==> config.mk <==
export PLATFORM = sky130hd
export DESIGN_NAME = wdts_top
export DESIGN_NICKNAME = d
export VERILOG_FILES = /design/src/inc/wdts_pkg.sv /design/src/hw/wdts_top.sv
export SDC_FILE = /design/constraint.sdc
export NUM_CORES = 1
export LEC_CHECK = 0
export ABC_AREA = 1
export BUFFER_PORTS_ARGS = -buffer_cell sky130_fd_sc_hd__buf_2
export CORE_UTILIZATION = 50
export DETAILED_ROUTE_END_ITERATION = 10
export PLACE_DENSITY_LB_ADDON = 0.2
export SLEW_MARGIN = 20
export SYNTH_ARGS = -nofsm -noshare
export SYNTH_HDL_FRONTEND = slang
export SYNTH_SLANG_ARGS = --single-unit
==> constraint.sdc <==
create_clock -name clk_sys_i -period 1.6 [get_ports clk_sys_i]
set_input_delay 0.32 -clock clk_sys_i [delete_from_list [all_inputs] [get_ports clk_sys_i]]
set_output_delay 0.32 -clock clk_sys_i [all_outputs]
set_load 0.1 [all_outputs]
==> src/inc/wdts_pkg.sv <==
// Package for the seconds watchdog: port addresses, event codes, timing.
// Assumes a 50 MHz system clock and a byte-wide I/O port write interface.
package wdts_pkg;
	localparam logic [15:0] WDTS_ADDR_INTERVAL = 16'h0443;
	localparam logic [15:0] WDTS_ADDR_EVENT = 16'h0444;
	localparam logic [7:0] WDTS_EVENT_RESET = 8'h00;
	localparam logic [7:0] WDTS_EVENT_IRQ10 = 8'h01;
	localparam logic [7:0] WDTS_EVENT_IRQ15 = 8'h02;
	localparam logic [7:0] WDTS_EVENT_IRQ11 = 8'h03;
	localparam logic [7:0] WDTS_EVENT_NMI = 8'h04;
	localparam logic [7:0] WDTS_EVENT_RST_VAL = WDTS_EVENT_RESET;
	localparam logic [7:0] WDTS_INTERVAL_RST_VAL = 8'h00;
	localparam int WDTS_CLK_HZ = 50000000;
	localparam int WDTS_TICK_S = 1;
	localparam int WDTS_TICK_CYCLES = WDTS_CLK_HZ * WDTS_TICK_S;
	localparam int WDTS_PULSE_CYCLES = 1;

	typedef struct packed {
		logic sys_reset;
		logic irq10;
		logic irq15;
		logic irq11;
		logic nmi;
	} wdts_event_t;

	typedef enum logic [1:0] {
		WDTS_IDLE = 2'b00,
		WDTS_RUN = 2'b01,
		WDTS_FIRE = 2'b11
	} wdts_state_t;
endpackage

==> src/hw/wdts_top.sv <==
// Seconds watchdog with interval and event-select I/O ports.
// Assumes port writes are synchronous single-cycle strobes on clk_sys_i.
`timescale 1ns/1ps
module wdts_top #(
	parameter int TICK_CYCLES = wdts_pkg::WDTS_TICK_CYCLES
) (
	input wire logic clk_sys_i,
	input wire logic nrst_i,
	input wire logic io_wr_i,
	input wire logic [15:0] io_addr_i,
	input wire logic [7:0] io_wdata_i,
	output wdts_pkg::wdts_event_t event_o,
	output logic running_o,
	output logic [7:0] count_o
);
	import wdts_pkg::*;

	// Core registers and the tick strobe
	logic [7:0] count_q;
	logic [7:0] evsel_q;
	logic [31:0] tick_cnt_q;
	logic tick;
	wdts_state_t state_q;
	// Decoded strobes
	logic wr_interval;
	logic wr_event;
	logic wr_start;
	logic wr_stop;
	logic expire;
	logic fire;
	wdts_event_t fire_sel;
	// One flop per event line
	logic sys_reset_q;
	logic irq10_q;
	logic irq15_q;
	logic irq11_q;
	logic nmi_q;

	// Port address match
	function automatic logic addr_hit(input logic [15:0] a, input logic [15:0] ref_a);
		addr_hit = (a == ref_a);
	endfunction

	// Countdown is live
	function automatic logic is_running(input wdts_state_t st);
		is_running = (st == WDTS_RUN);
	endfunction

	// Event code to event lines, undefined codes select none
	function automatic wdts_event_t ev_decode(input logic [7:0] code);
		wdts_event_t ev;
		ev = '0;
		case (code)
			WDTS_EVENT_RESET: ev.sys_reset = 1'b1;
			WDTS_EVENT_IRQ10: ev.irq10 = 1'b1;
			WDTS_EVENT_IRQ15: ev.irq15 = 1'b1;
			WDTS_EVENT_IRQ11: ev.irq11 = 1'b1;
			WDTS_EVENT_NMI: ev.nmi = 1'b1;
			default: ev = '0;
		endcase
		ev_decode = ev;
	endfunction

	// Port write decode
	assign wr_interval = io_wr_i && addr_hit(io_addr_i, WDTS_ADDR_INTERVAL);
	assign wr_event = io_wr_i && addr_hit(io_addr_i, WDTS_ADDR_EVENT);
	assign wr_start = wr_interval && (io_wdata_i != 8'h00);
	assign wr_stop = wr_interval && (io_wdata_i == 8'h00);

	// Second boundary and expiry
	assign tick = (tick_cnt_q == 32'(TICK_CYCLES - 1));
	assign expire = is_running(state_q) && tick && (count_q == 8'h01);

	// An interval write in the fire cycle takes precedence and cancels the pulse
	assign fire = (state_q == WDTS_FIRE) && !wr_interval;
	assign fire_sel = ev_decode(evsel_q);

	// Event select register
	always_ff @(posedge clk_sys_i or negedge nrst_i) begin
		if (!nrst_i) begin
			evsel_q <= WDTS_EVENT_RST_VAL;
		end else if (wr_event) begin
			evsel_q <= io_wdata_i;
		end
	end

	// One-second prescaler, realigned on every interval write so the first second is full
	always_ff @(posedge clk_sys_i or negedge nrst_i) begin
		if (!nrst_i) begin
			tick_cnt_q <= 32'h0000_0000;
		end else if (wr_interval || tick || !is_running(state_q)) begin
			tick_cnt_q <= 32'h0000_0000;
		end else begin
			tick_cnt_q <= tick_cnt_q + 32'h0000_0001;
		end
	end

	// Countdown state
	always_ff @(posedge clk_sys_i or negedge nrst_i) begin
		if (!nrst_i) begin
			state_q <= WDTS_IDLE;
		end else if (wr_stop) begin
			state_q <= WDTS_IDLE;
		end else if (wr_start) begin
			state_q <= WDTS_RUN;
		end else begin
			case (state_q)
				WDTS_RUN: begin
					if (expire) begin
						state_q <= WDTS_FIRE;
					end
				end
				WDTS_FIRE: begin
					state_q <= WDTS_IDLE;
				end
				default: begin
					state_q <= WDTS_IDLE;
				end
			endcase
		end
	end

	// Remaining seconds, a write beats a tick in the same cycle
	always_ff @(posedge clk_sys_i or negedge nrst_i) begin
		if (!nrst_i) begin
			count_q <= WDTS_INTERVAL_RST_VAL;
		end else if (wr_interval) begin
			count_q <= io_wdata_i;
		end else if (is_running(state_q) && tick) begin
			count_q <= count_q - 8'h01;
		end
	end

	// System reset request, one cycle
	always_ff @(posedge clk_sys_i or negedge nrst_i) begin
		if (!nrst_i) begin
			sys_reset_q <= 1'b0;
		end else if (fire && fire_sel.sys_reset) begin
			sys_reset_q <= 1'b1;
		end else begin
			sys_reset_q <= 1'b0;
		end
	end

	// First interrupt line, one cycle
	always_ff @(posedge clk_sys_i or negedge nrst_i) begin
		if (!nrst_i) begin
			irq10_q <= 1'b0;
		end else if (fire && fire_sel.irq10) begin
			irq10_q <= 1'b1;
		end else begin
			irq10_q <= 1'b0;
		end
	end

	// Second interrupt line, one cycle
	always_ff @(posedge clk_sys_i or negedge nrst_i) begin
		if (!nrst_i) begin
			irq15_q <= 1'b0;
		end else if (fire && fire_sel.irq15) begin
			irq15_q <= 1'b1;
		end else begin
			irq15_q <= 1'b0;
		end
	end

	// Third interrupt line, one cycle
	always_ff @(posedge clk_sys_i or negedge nrst_i) begin
		if (!nrst_i) begin
			irq11_q <= 1'b0;
		end else if (fire && fire_sel.irq11) begin
			irq11_q <= 1'b1;
		end else begin
			irq11_q <= 1'b0;
		end
	end

	// Non-maskable interrupt, one cycle
	always_ff @(posedge clk_sys_i or negedge nrst_i) begin
		if (!nrst_i) begin
			nmi_q <= 1'b0;
		end else if (fire && fire_sel.nmi) begin
			nmi_q <= 1'b1;
		end else begin
			nmi_q <= 1'b0;
		end
	end

	// Running flag
	always_ff @(posedge clk_sys_i or negedge nrst_i) begin
		if (!nrst_i) begin
			running_o <= 1'b0;
		end else begin
			running_o <= is_running(state_q);
		end
	end

	// Remaining seconds shown to the host
	always_ff @(posedge clk_sys_i or negedge nrst_i) begin
		if (!nrst_i) begin
			count_o <= 8'h00;
		end else begin
			count_o <= count_q;
		end
	end

	// Event lines in struct order, each straight from its flop
	assign event_o = {sys_reset_q, irq10_q, irq15_q, irq11_q, nmi_q};
endmodule

==> results.md, run 1 <==
* Initial DRC count at 104
* Fmax at 667.7 MHz
* Largest family of logic cells by synthesized area: simple AND/OR/NAND/NOR gates
* Gate count after technology mapping at roughly 500
* Fill cells at around 690
* Minimum clock period at 1.498 ns
* Layout cells sized above 1 at 0.2187
* Diode count at 0
* Total core area at 7214 um^2
* Synthesized area per cell at 7.422 um^2
* Simple-gate share of the synthesized area at 0.4140
* Crit path top cell by count: nand2_1
* Crit path largest cell delay at 0.42 ns
* HP Class: primary input to register
* Die width at just under 90 um
* Synthesized flop and latch total at 64
* Tot Pwr at 2876 uW
* Clock transition at the registers of the reported paths at 0.07 ns
* Setup crit end kind: register
* Register area share after synthesis at 0.4298
* Critical path buffer and inverter count at 2
* Number of CTS-inserted buffers at 9
* Final net count at around 600
* CP max stage cell: dfrtp_1
* Crit path cell chain: inv_1, nand2_1, nor2_2, nand2_1, nor2_4, nand2_2, nand3_4, buf_12, nor2_1
* Vias per inst at 4.880
* P_int at 2202 uW
* FFs w/ async S/R, synth at 1.000
* Largest cells by area after synthesis: dfrtp_1, nand2_1, nor2_1
* Final Non-Filler Cells at roughly 670
* TritonCTS clock tree: done
* Syn Nets at 532
* Post-synth EDFFs at 0
* Post-DP HPWL at 6342 um
* Port Buffer Count at 40
* Critical path launch point type: register
* Syn-to-layout area delta at 16.79%
* Post-synth top flop: dfrtp_1
* WP data required at 1.82 ns
* Min Hold Slack at 0.2555 ns
* Final core occ at 0.6032
* IO Pins at 41
* Xor/xnor share of the synthesized area at 0.04701
* Clock latency reported for the late side of the worst-skew pair at 0.34 ns
* Setup CP Type: register to register
* Post-Route WL at 8202 um
* Post-CTS Setup Inserts at 0
* # setup viols final at 0
* Dpl ws at -0.008194 ns
* DR pass1 iterations at 4
* Synth cell count leaders: nand2_1, nor2_1, dfrtp_1
* H-tree Lvls at 3
* Max Cap Viol at 0
* Reg power frac at 0.563
* Initial core utilization at 0.5165
* Sw power at 673.3 uW
* Initial antenna violation count at 0
* Routability-driven placement congestion ratio at approximately 0.87
* Max-slew violations at 0
* Post-synthesis compound-gate area fraction at 0.02082
* FP Rows at 31
* Final Hold Viols at 0
* Die height at ~90 um
* Combinational fraction of design power at 0.037
* Period utilization at 0.9360
* Leakage Power at a little over 0.002 uW
* Avg WL per Cell at between 10 and 15 um
* Layout Skew at between 0.009 and 0.01 ns
* Slew HR at 0.6781
* Largest net degree at the start of global routing at 65
* PwrDens at 660.9 nW/um^2
* Setup ws final at 0.1024 ns
* Ys Warns at 0
* DR DRC count at 0
* Die area at 7801 um^2
* Vias in the first global route at 3,151
* Power share of the clock group at 0.400
* RSZ-0062 raised after global routing: false
* CP max FO at 12
* Antenna-violating nets left at 0
* Post-synthesis instance area at 3726 um^2
* Max rail drop VDD at 0.4215 mV
* Cells after DPL at between 600 and 700
* Count leader, synth: nand2_1
* Run status: finished clean
* Synth area leader: dfrtp_1
* Synth Area in Adders at 0.01007
* Synth cell types at 30
* GRT Residual Overflow at 0
* Vias at approximately 3.3k
* Clock Sinks at 64
* Root buffer cell: clkbuf_8
* GRT Util Overall at 0.2353
* Post-synth top area share at 0.4298
* Sw Share at 0.2341
* Clock Tree Buf Depth at 2
* Mux contribution to synthesized area at 0
* Top cell family by delay on the critical path: simple AND/OR/NAND/NOR gates
* Arrival @ worst endpoint at 1.72 ns
* Worst slew pin tran at 0.4817 ns
* First-pass GRT wire length at 13,880 um
==> cells in the final DEF, fill, tap and decap left out, drive strengths merged <==
cell         instances
nand2              170
nor2               114
dfrtp               64
buf                 61
inv                 49
nand3               35
nand4               14
xor2                14
clkbuf              11
o21ai               10
xnor2                6
nor3                 5
clkinv               3
ha                   3
a21oi                1
and2                 1
and3                 1
a21o                 1
nor4                 1
nand3b               1
clkinvlp             1
dlygate4sd3          1
==> power groups by stage <==
stage	Clock (uW)	Combinational [uW]	Sequential [uW]
after CTS	1190	110	1620
final	1150	106	1620
after global routing	1260	122	1620
after floorplan	0	25.3	1650
after global placement	0	105	1650
after detailed placement	0	108	1650
==> layer usage <==
| layer | wire length [um] | GRT usage |
|---|---|---|
| met1 | 3484 | 0.2783 |
| met2 | 4166 | 0.3986 |
| met3 | 375 | 0.06437 |
| met4 | 175 | 0.1085 |
| met5 | 0 | 0 |
==> cells by family after synthesis <==
group | count (synthesis)
AO/OA/AOI/OAI | 12
XOR/XNOR | 20
adder cells (fa/ha/maj) | 3
buffers and inverters | 61
flip-flops | 64
AND/OR/NAND/NOR | 342
==> final timing paths <==
| kind | from | slack, ns | end | cells after the start |
|---|---|---|---|---|
| max in group asynchronous | nrst_i | 0.80 | irq15_q$_DFF_PN0_ | 3 |
| min in group asynchronous | nrst_i | 0.52 | tick_cnt_q[12]$_DFF_PN0_ | 3 |
| worst max register to register | tick_cnt_q[24]$_DFF_PN0_ | 0.10 | tick_cnt_q[13]$_DFF_PN0_ | 9 |
| worst max-delay path | tick_cnt_q[24]$_DFF_PN0_ | 0.10 | tick_cnt_q[13]$_DFF_PN0_ | 9 |
| worst min register to register | count_q[7]$_DFFE_PN0P_ | 0.46 | count_o[7]$_DFF_PN0_ | 0 |
| worst min-delay path | io_wdata_i[7] | 0.26 | evsel_q[7]$_DFFE_PN0P_ | 3 |
==> worst register-to-register path: stages (launching register included) <==
cell	delay, ns
dfrtp_1	0.42
inv_1	0.09
nand2_1	0.06
nor2_2	0.16
nand2_1	0.11
nor2_4	0.16
nand2_2	0.08
nand3_4	0.12
buf_12	0.15
nor2_1	0.05
==> flip-flops by register name (all words and copies together) (netlist names) <==
register	cells
count_o	8
count_q	8
irq15_q	1
running_o	1
tick_cnt_q	32
irq10_q	1
irq11_q	1
evsel_q	8
state_q	2
sys_reset_q	1
nmi_q	1
==> through the flow <==
| step | TNS (ns) | area [um^2] |
|---|---|---|
| global route | 0 | 4352 |
| finish | 0 | 4352 |
| floorplan | 0 | 3726 |
| global placement | 0 | 4151 |
| detailed placement | -0.01036 | 4151 |
| CTS | 0 | 4315 |
==> what timing repair did <==
item,in CTS,in global routing
setup endpoints to repair,0,40
endpoints found under the hold margin,28,0
hold buffers,1,0
gates resized for setup,0,10
==> cell type report <==
cell class,instances,area [um^2],area share
inverters,49,186.4,0.04284
repair buffers,62,417.9,0.09603
multi-input cells,377,1868,0.4293
clock buffers,11,131.4,0.03019
clock inverters,4,22.52,0.005175
flip-flops and latches,64,1602,0.3680
well taps,99,123.9,0.02846
Power figures use the tool's default switching activity.
==> run 2, diff against run 1 <==
Settings changed: CAP_MARGIN from default to 40, RECOVER_POWER from default to 50.
==> run 2 against run 1 <==
Net effect: utilization shrank 0.23 points; sequential cell count unchanged; via count did not move; count of clock-buffer cells in the layout did not move; die area stayed put; global-route usage unchanged; first-iteration DRC count stayed put.
==> results.md, run 2 (synthesis gave the netlist of run 1 again) <==
* Run status: finished clean
* Top cell family by delay on the critical path: simple AND/OR/NAND/NOR gates
* Worst slew pin tran at 0.8649 ns
* Minimum clock period at 1.498 ns
* Die width at 88.33 um
* H-tree Lvls at 3
* Die area at 7801 um^2
* Root buffer cell: clkbuf_8
* Total core area at a little over 7000 um^2
* Hold Path Depth at 3
* Layout cells sized above 1 at 0.2169
* Setup ws final at 0.1018 ns
* Clock latency reported for the late side of the worst-skew pair at 0.34 ns
* Post-Route WL at ~8000 um
* GRT Util Overall at 0.2353
* Largest register by flop count: tick_cnt_q
* Max Cap Viol at 0
* Final Non-Filler Cells at 666
* CP max FO at 12
* # setup viols final at 0
* Setup CP Type: register to register
* Port Buffer Count at 40
* Avg WL per Cell at 12.31 um
* Initial core utilization at 0.5165
* Setup crit end kind: register
* Diode count at 0
* Vias at roughly 3.3k
* Slew HR at 0.4234
* Fmax at 667.5 MHz
* FP Rows at 31
* Max-slew violations at 0
* Commonest cells after routing, fill and taps aside: nand2_1, nor2_1, dfrtp_1
* PwrDens at ~660 nW/um^2
* Critical R2R Launch: tick_cnt_q[24]$_DFF_PN0_
* Clock Tree Buf Depth at 2
* Clock transition at the registers of the reported paths at 0.07 ns
* Die height at 88.33 um
* IO Pins at 41
* Clock Sinks at 64
* Worst r2r dst: tick_cnt_q[13]$_DFF_PN0_
* Critical path launch point type: register
* HP Start: io_wdata_i[7]
* DR pass1 iterations at 4
* Initial DRC count at 104
* Layout Skew at 0.009632 ns
* Cells after DPL at 650
* TritonCTS clock tree: done
* WP data required at 1.83 ns
* CP max stage cell: dfrtp_1
* Vias in the first global route at 3,151
* Crit path top cell by count: nand2_1
* HP Class: primary input to register
* Worst Hold End: evsel_q[7]$_DFFE_PN0P_
* Number of CTS-inserted buffers at 9
* Commonest non-fill, non-tap cell in the layout: nand2_1
* Max rail drop VDD at 0.4210 mV
* Post-DP HPWL at about 6300 um
* Syn-to-layout area delta at 16.35%
* Period utilization at 0.9364
* Largest net degree at the start of global routing at 65
* Vias per inst at 4.880
* Antenna-violating nets left at 0
* Critical path buffer and inverter count at 2
* Setup_tns at 0 ns
* Final core occ at 0.6009
* Leakage Power at 0.002026 uW
* Final Hold Viols at 0
* Max reg flops at 32
* Crit path largest cell delay at approximately 0.42 ns
* R2R cell count at 9
* Initial antenna violation count at 0
* Dpl ws at -0.008194 ns
* DR DRC count at 0
* RSZ-0062 raised after global routing: false
* Crit path cell chain: inv_1, nand2_1, nor2_2, nand2_1, nor2_4, nand2_2, nand3_4, buf_12, nor2_1
* Arrival @ worst endpoint at ~1.7 ns
* GRT Residual Overflow at 0
* R2R Setup Slk at 0.10 ns
* First-pass GRT wire length at between 10,000 and 15,000 um
* Final net count at 593
* Routability-driven placement congestion ratio at 0.8682
==> run 2: changes by cell type in the layout (fill, tap and decap cells not counted), sizes merged <==
cell    before  now
buf         61   59
clkbuf      11   13
==> run 2: power by group <==
group          switching, uW  internal [uW]  total [uW]  leakage, uW
sequential             0.288           1620        1620     0.000895
combinational           66.8           34.8         102      0.00105
clock                    609            546        1160    0.0000789
==> run 2: worst max path at each step <==
stage / start / to / slack, ns / cells past startpoint
3_3_place_gp: tick_cnt_q[24]$_DFF_PN0_ / count_q[3]$_DFFE_PN0P_ / 0.05 / 8
6_report: tick_cnt_q[24]$_DFF_PN0_ / tick_cnt_q[13]$_DFF_PN0_ / 0.10 / 9
3_5_place_dp: io_addr_i[15] / irq10_q$_DFF_PN0_ / -0.008 / 7
5_1_grt: tick_cnt_q[5]$_DFF_PN0_ / tick_cnt_q[28]$_DFF_PN0_ / 0.001 / 8
4_1_cts: tick_cnt_q[1]$_DFF_PN0_ / tick_cnt_q[31]$_DFF_PN0_ / 0.02 / 9
2_1_floorplan: tick_cnt_q[0]$_DFF_PN0_ / tick_cnt_q[2]$_DFF_PN0_ / 0.11 / 9
==> run 2: worst reg2reg max path: cells and delay by family, from the launching register on <==
kind | cells | cell delay [ns]
buffers and inverters | 2 | 0.24
AND/OR/NAND/NOR | 7 | 0.74
flip-flops | 1 | 0.42
==> run 2: area by class of cell <==
type	count	area, um^2
flip-flops and latches	64	1602
well taps	99	123.9
repair buffers	62	401.6
inverters	49	186.4
multi-input cells	377	1868
fillers	690	2879
clock inverters	4	22.52
clock buffers	11	131.4
==> run 2: stage by stage <==
stage	hold slack [ns]	power [uW]	area [um^2]
detailed placement	0.3660	1757	4151
CTS	0.2403	2915	4315
global placement	0.3578	1754	4151
global route	0.2629	2996	4335
finish	0.2536	2875	4335
floorplan	0.02441	1676	3726
==> run 2: timing repair <==
action / CTS / global route
setup endpoints to repair: 0 / 40
hold buffers: 1 / 0
resized for setup: 0 / 10
endpoints found under the hold margin: 28 / 0
setup buffers: 0 / 0
==> run 2: metal layers <==
metal	vias up	GRT usage	part of all wire
met5	-	0	0
met4	0	0.1085	0.025
met3	15	0.06437	0.046
met2	76	0.3986	0.50
met1	1489	0.2783	0.43
li1	1670	-	-
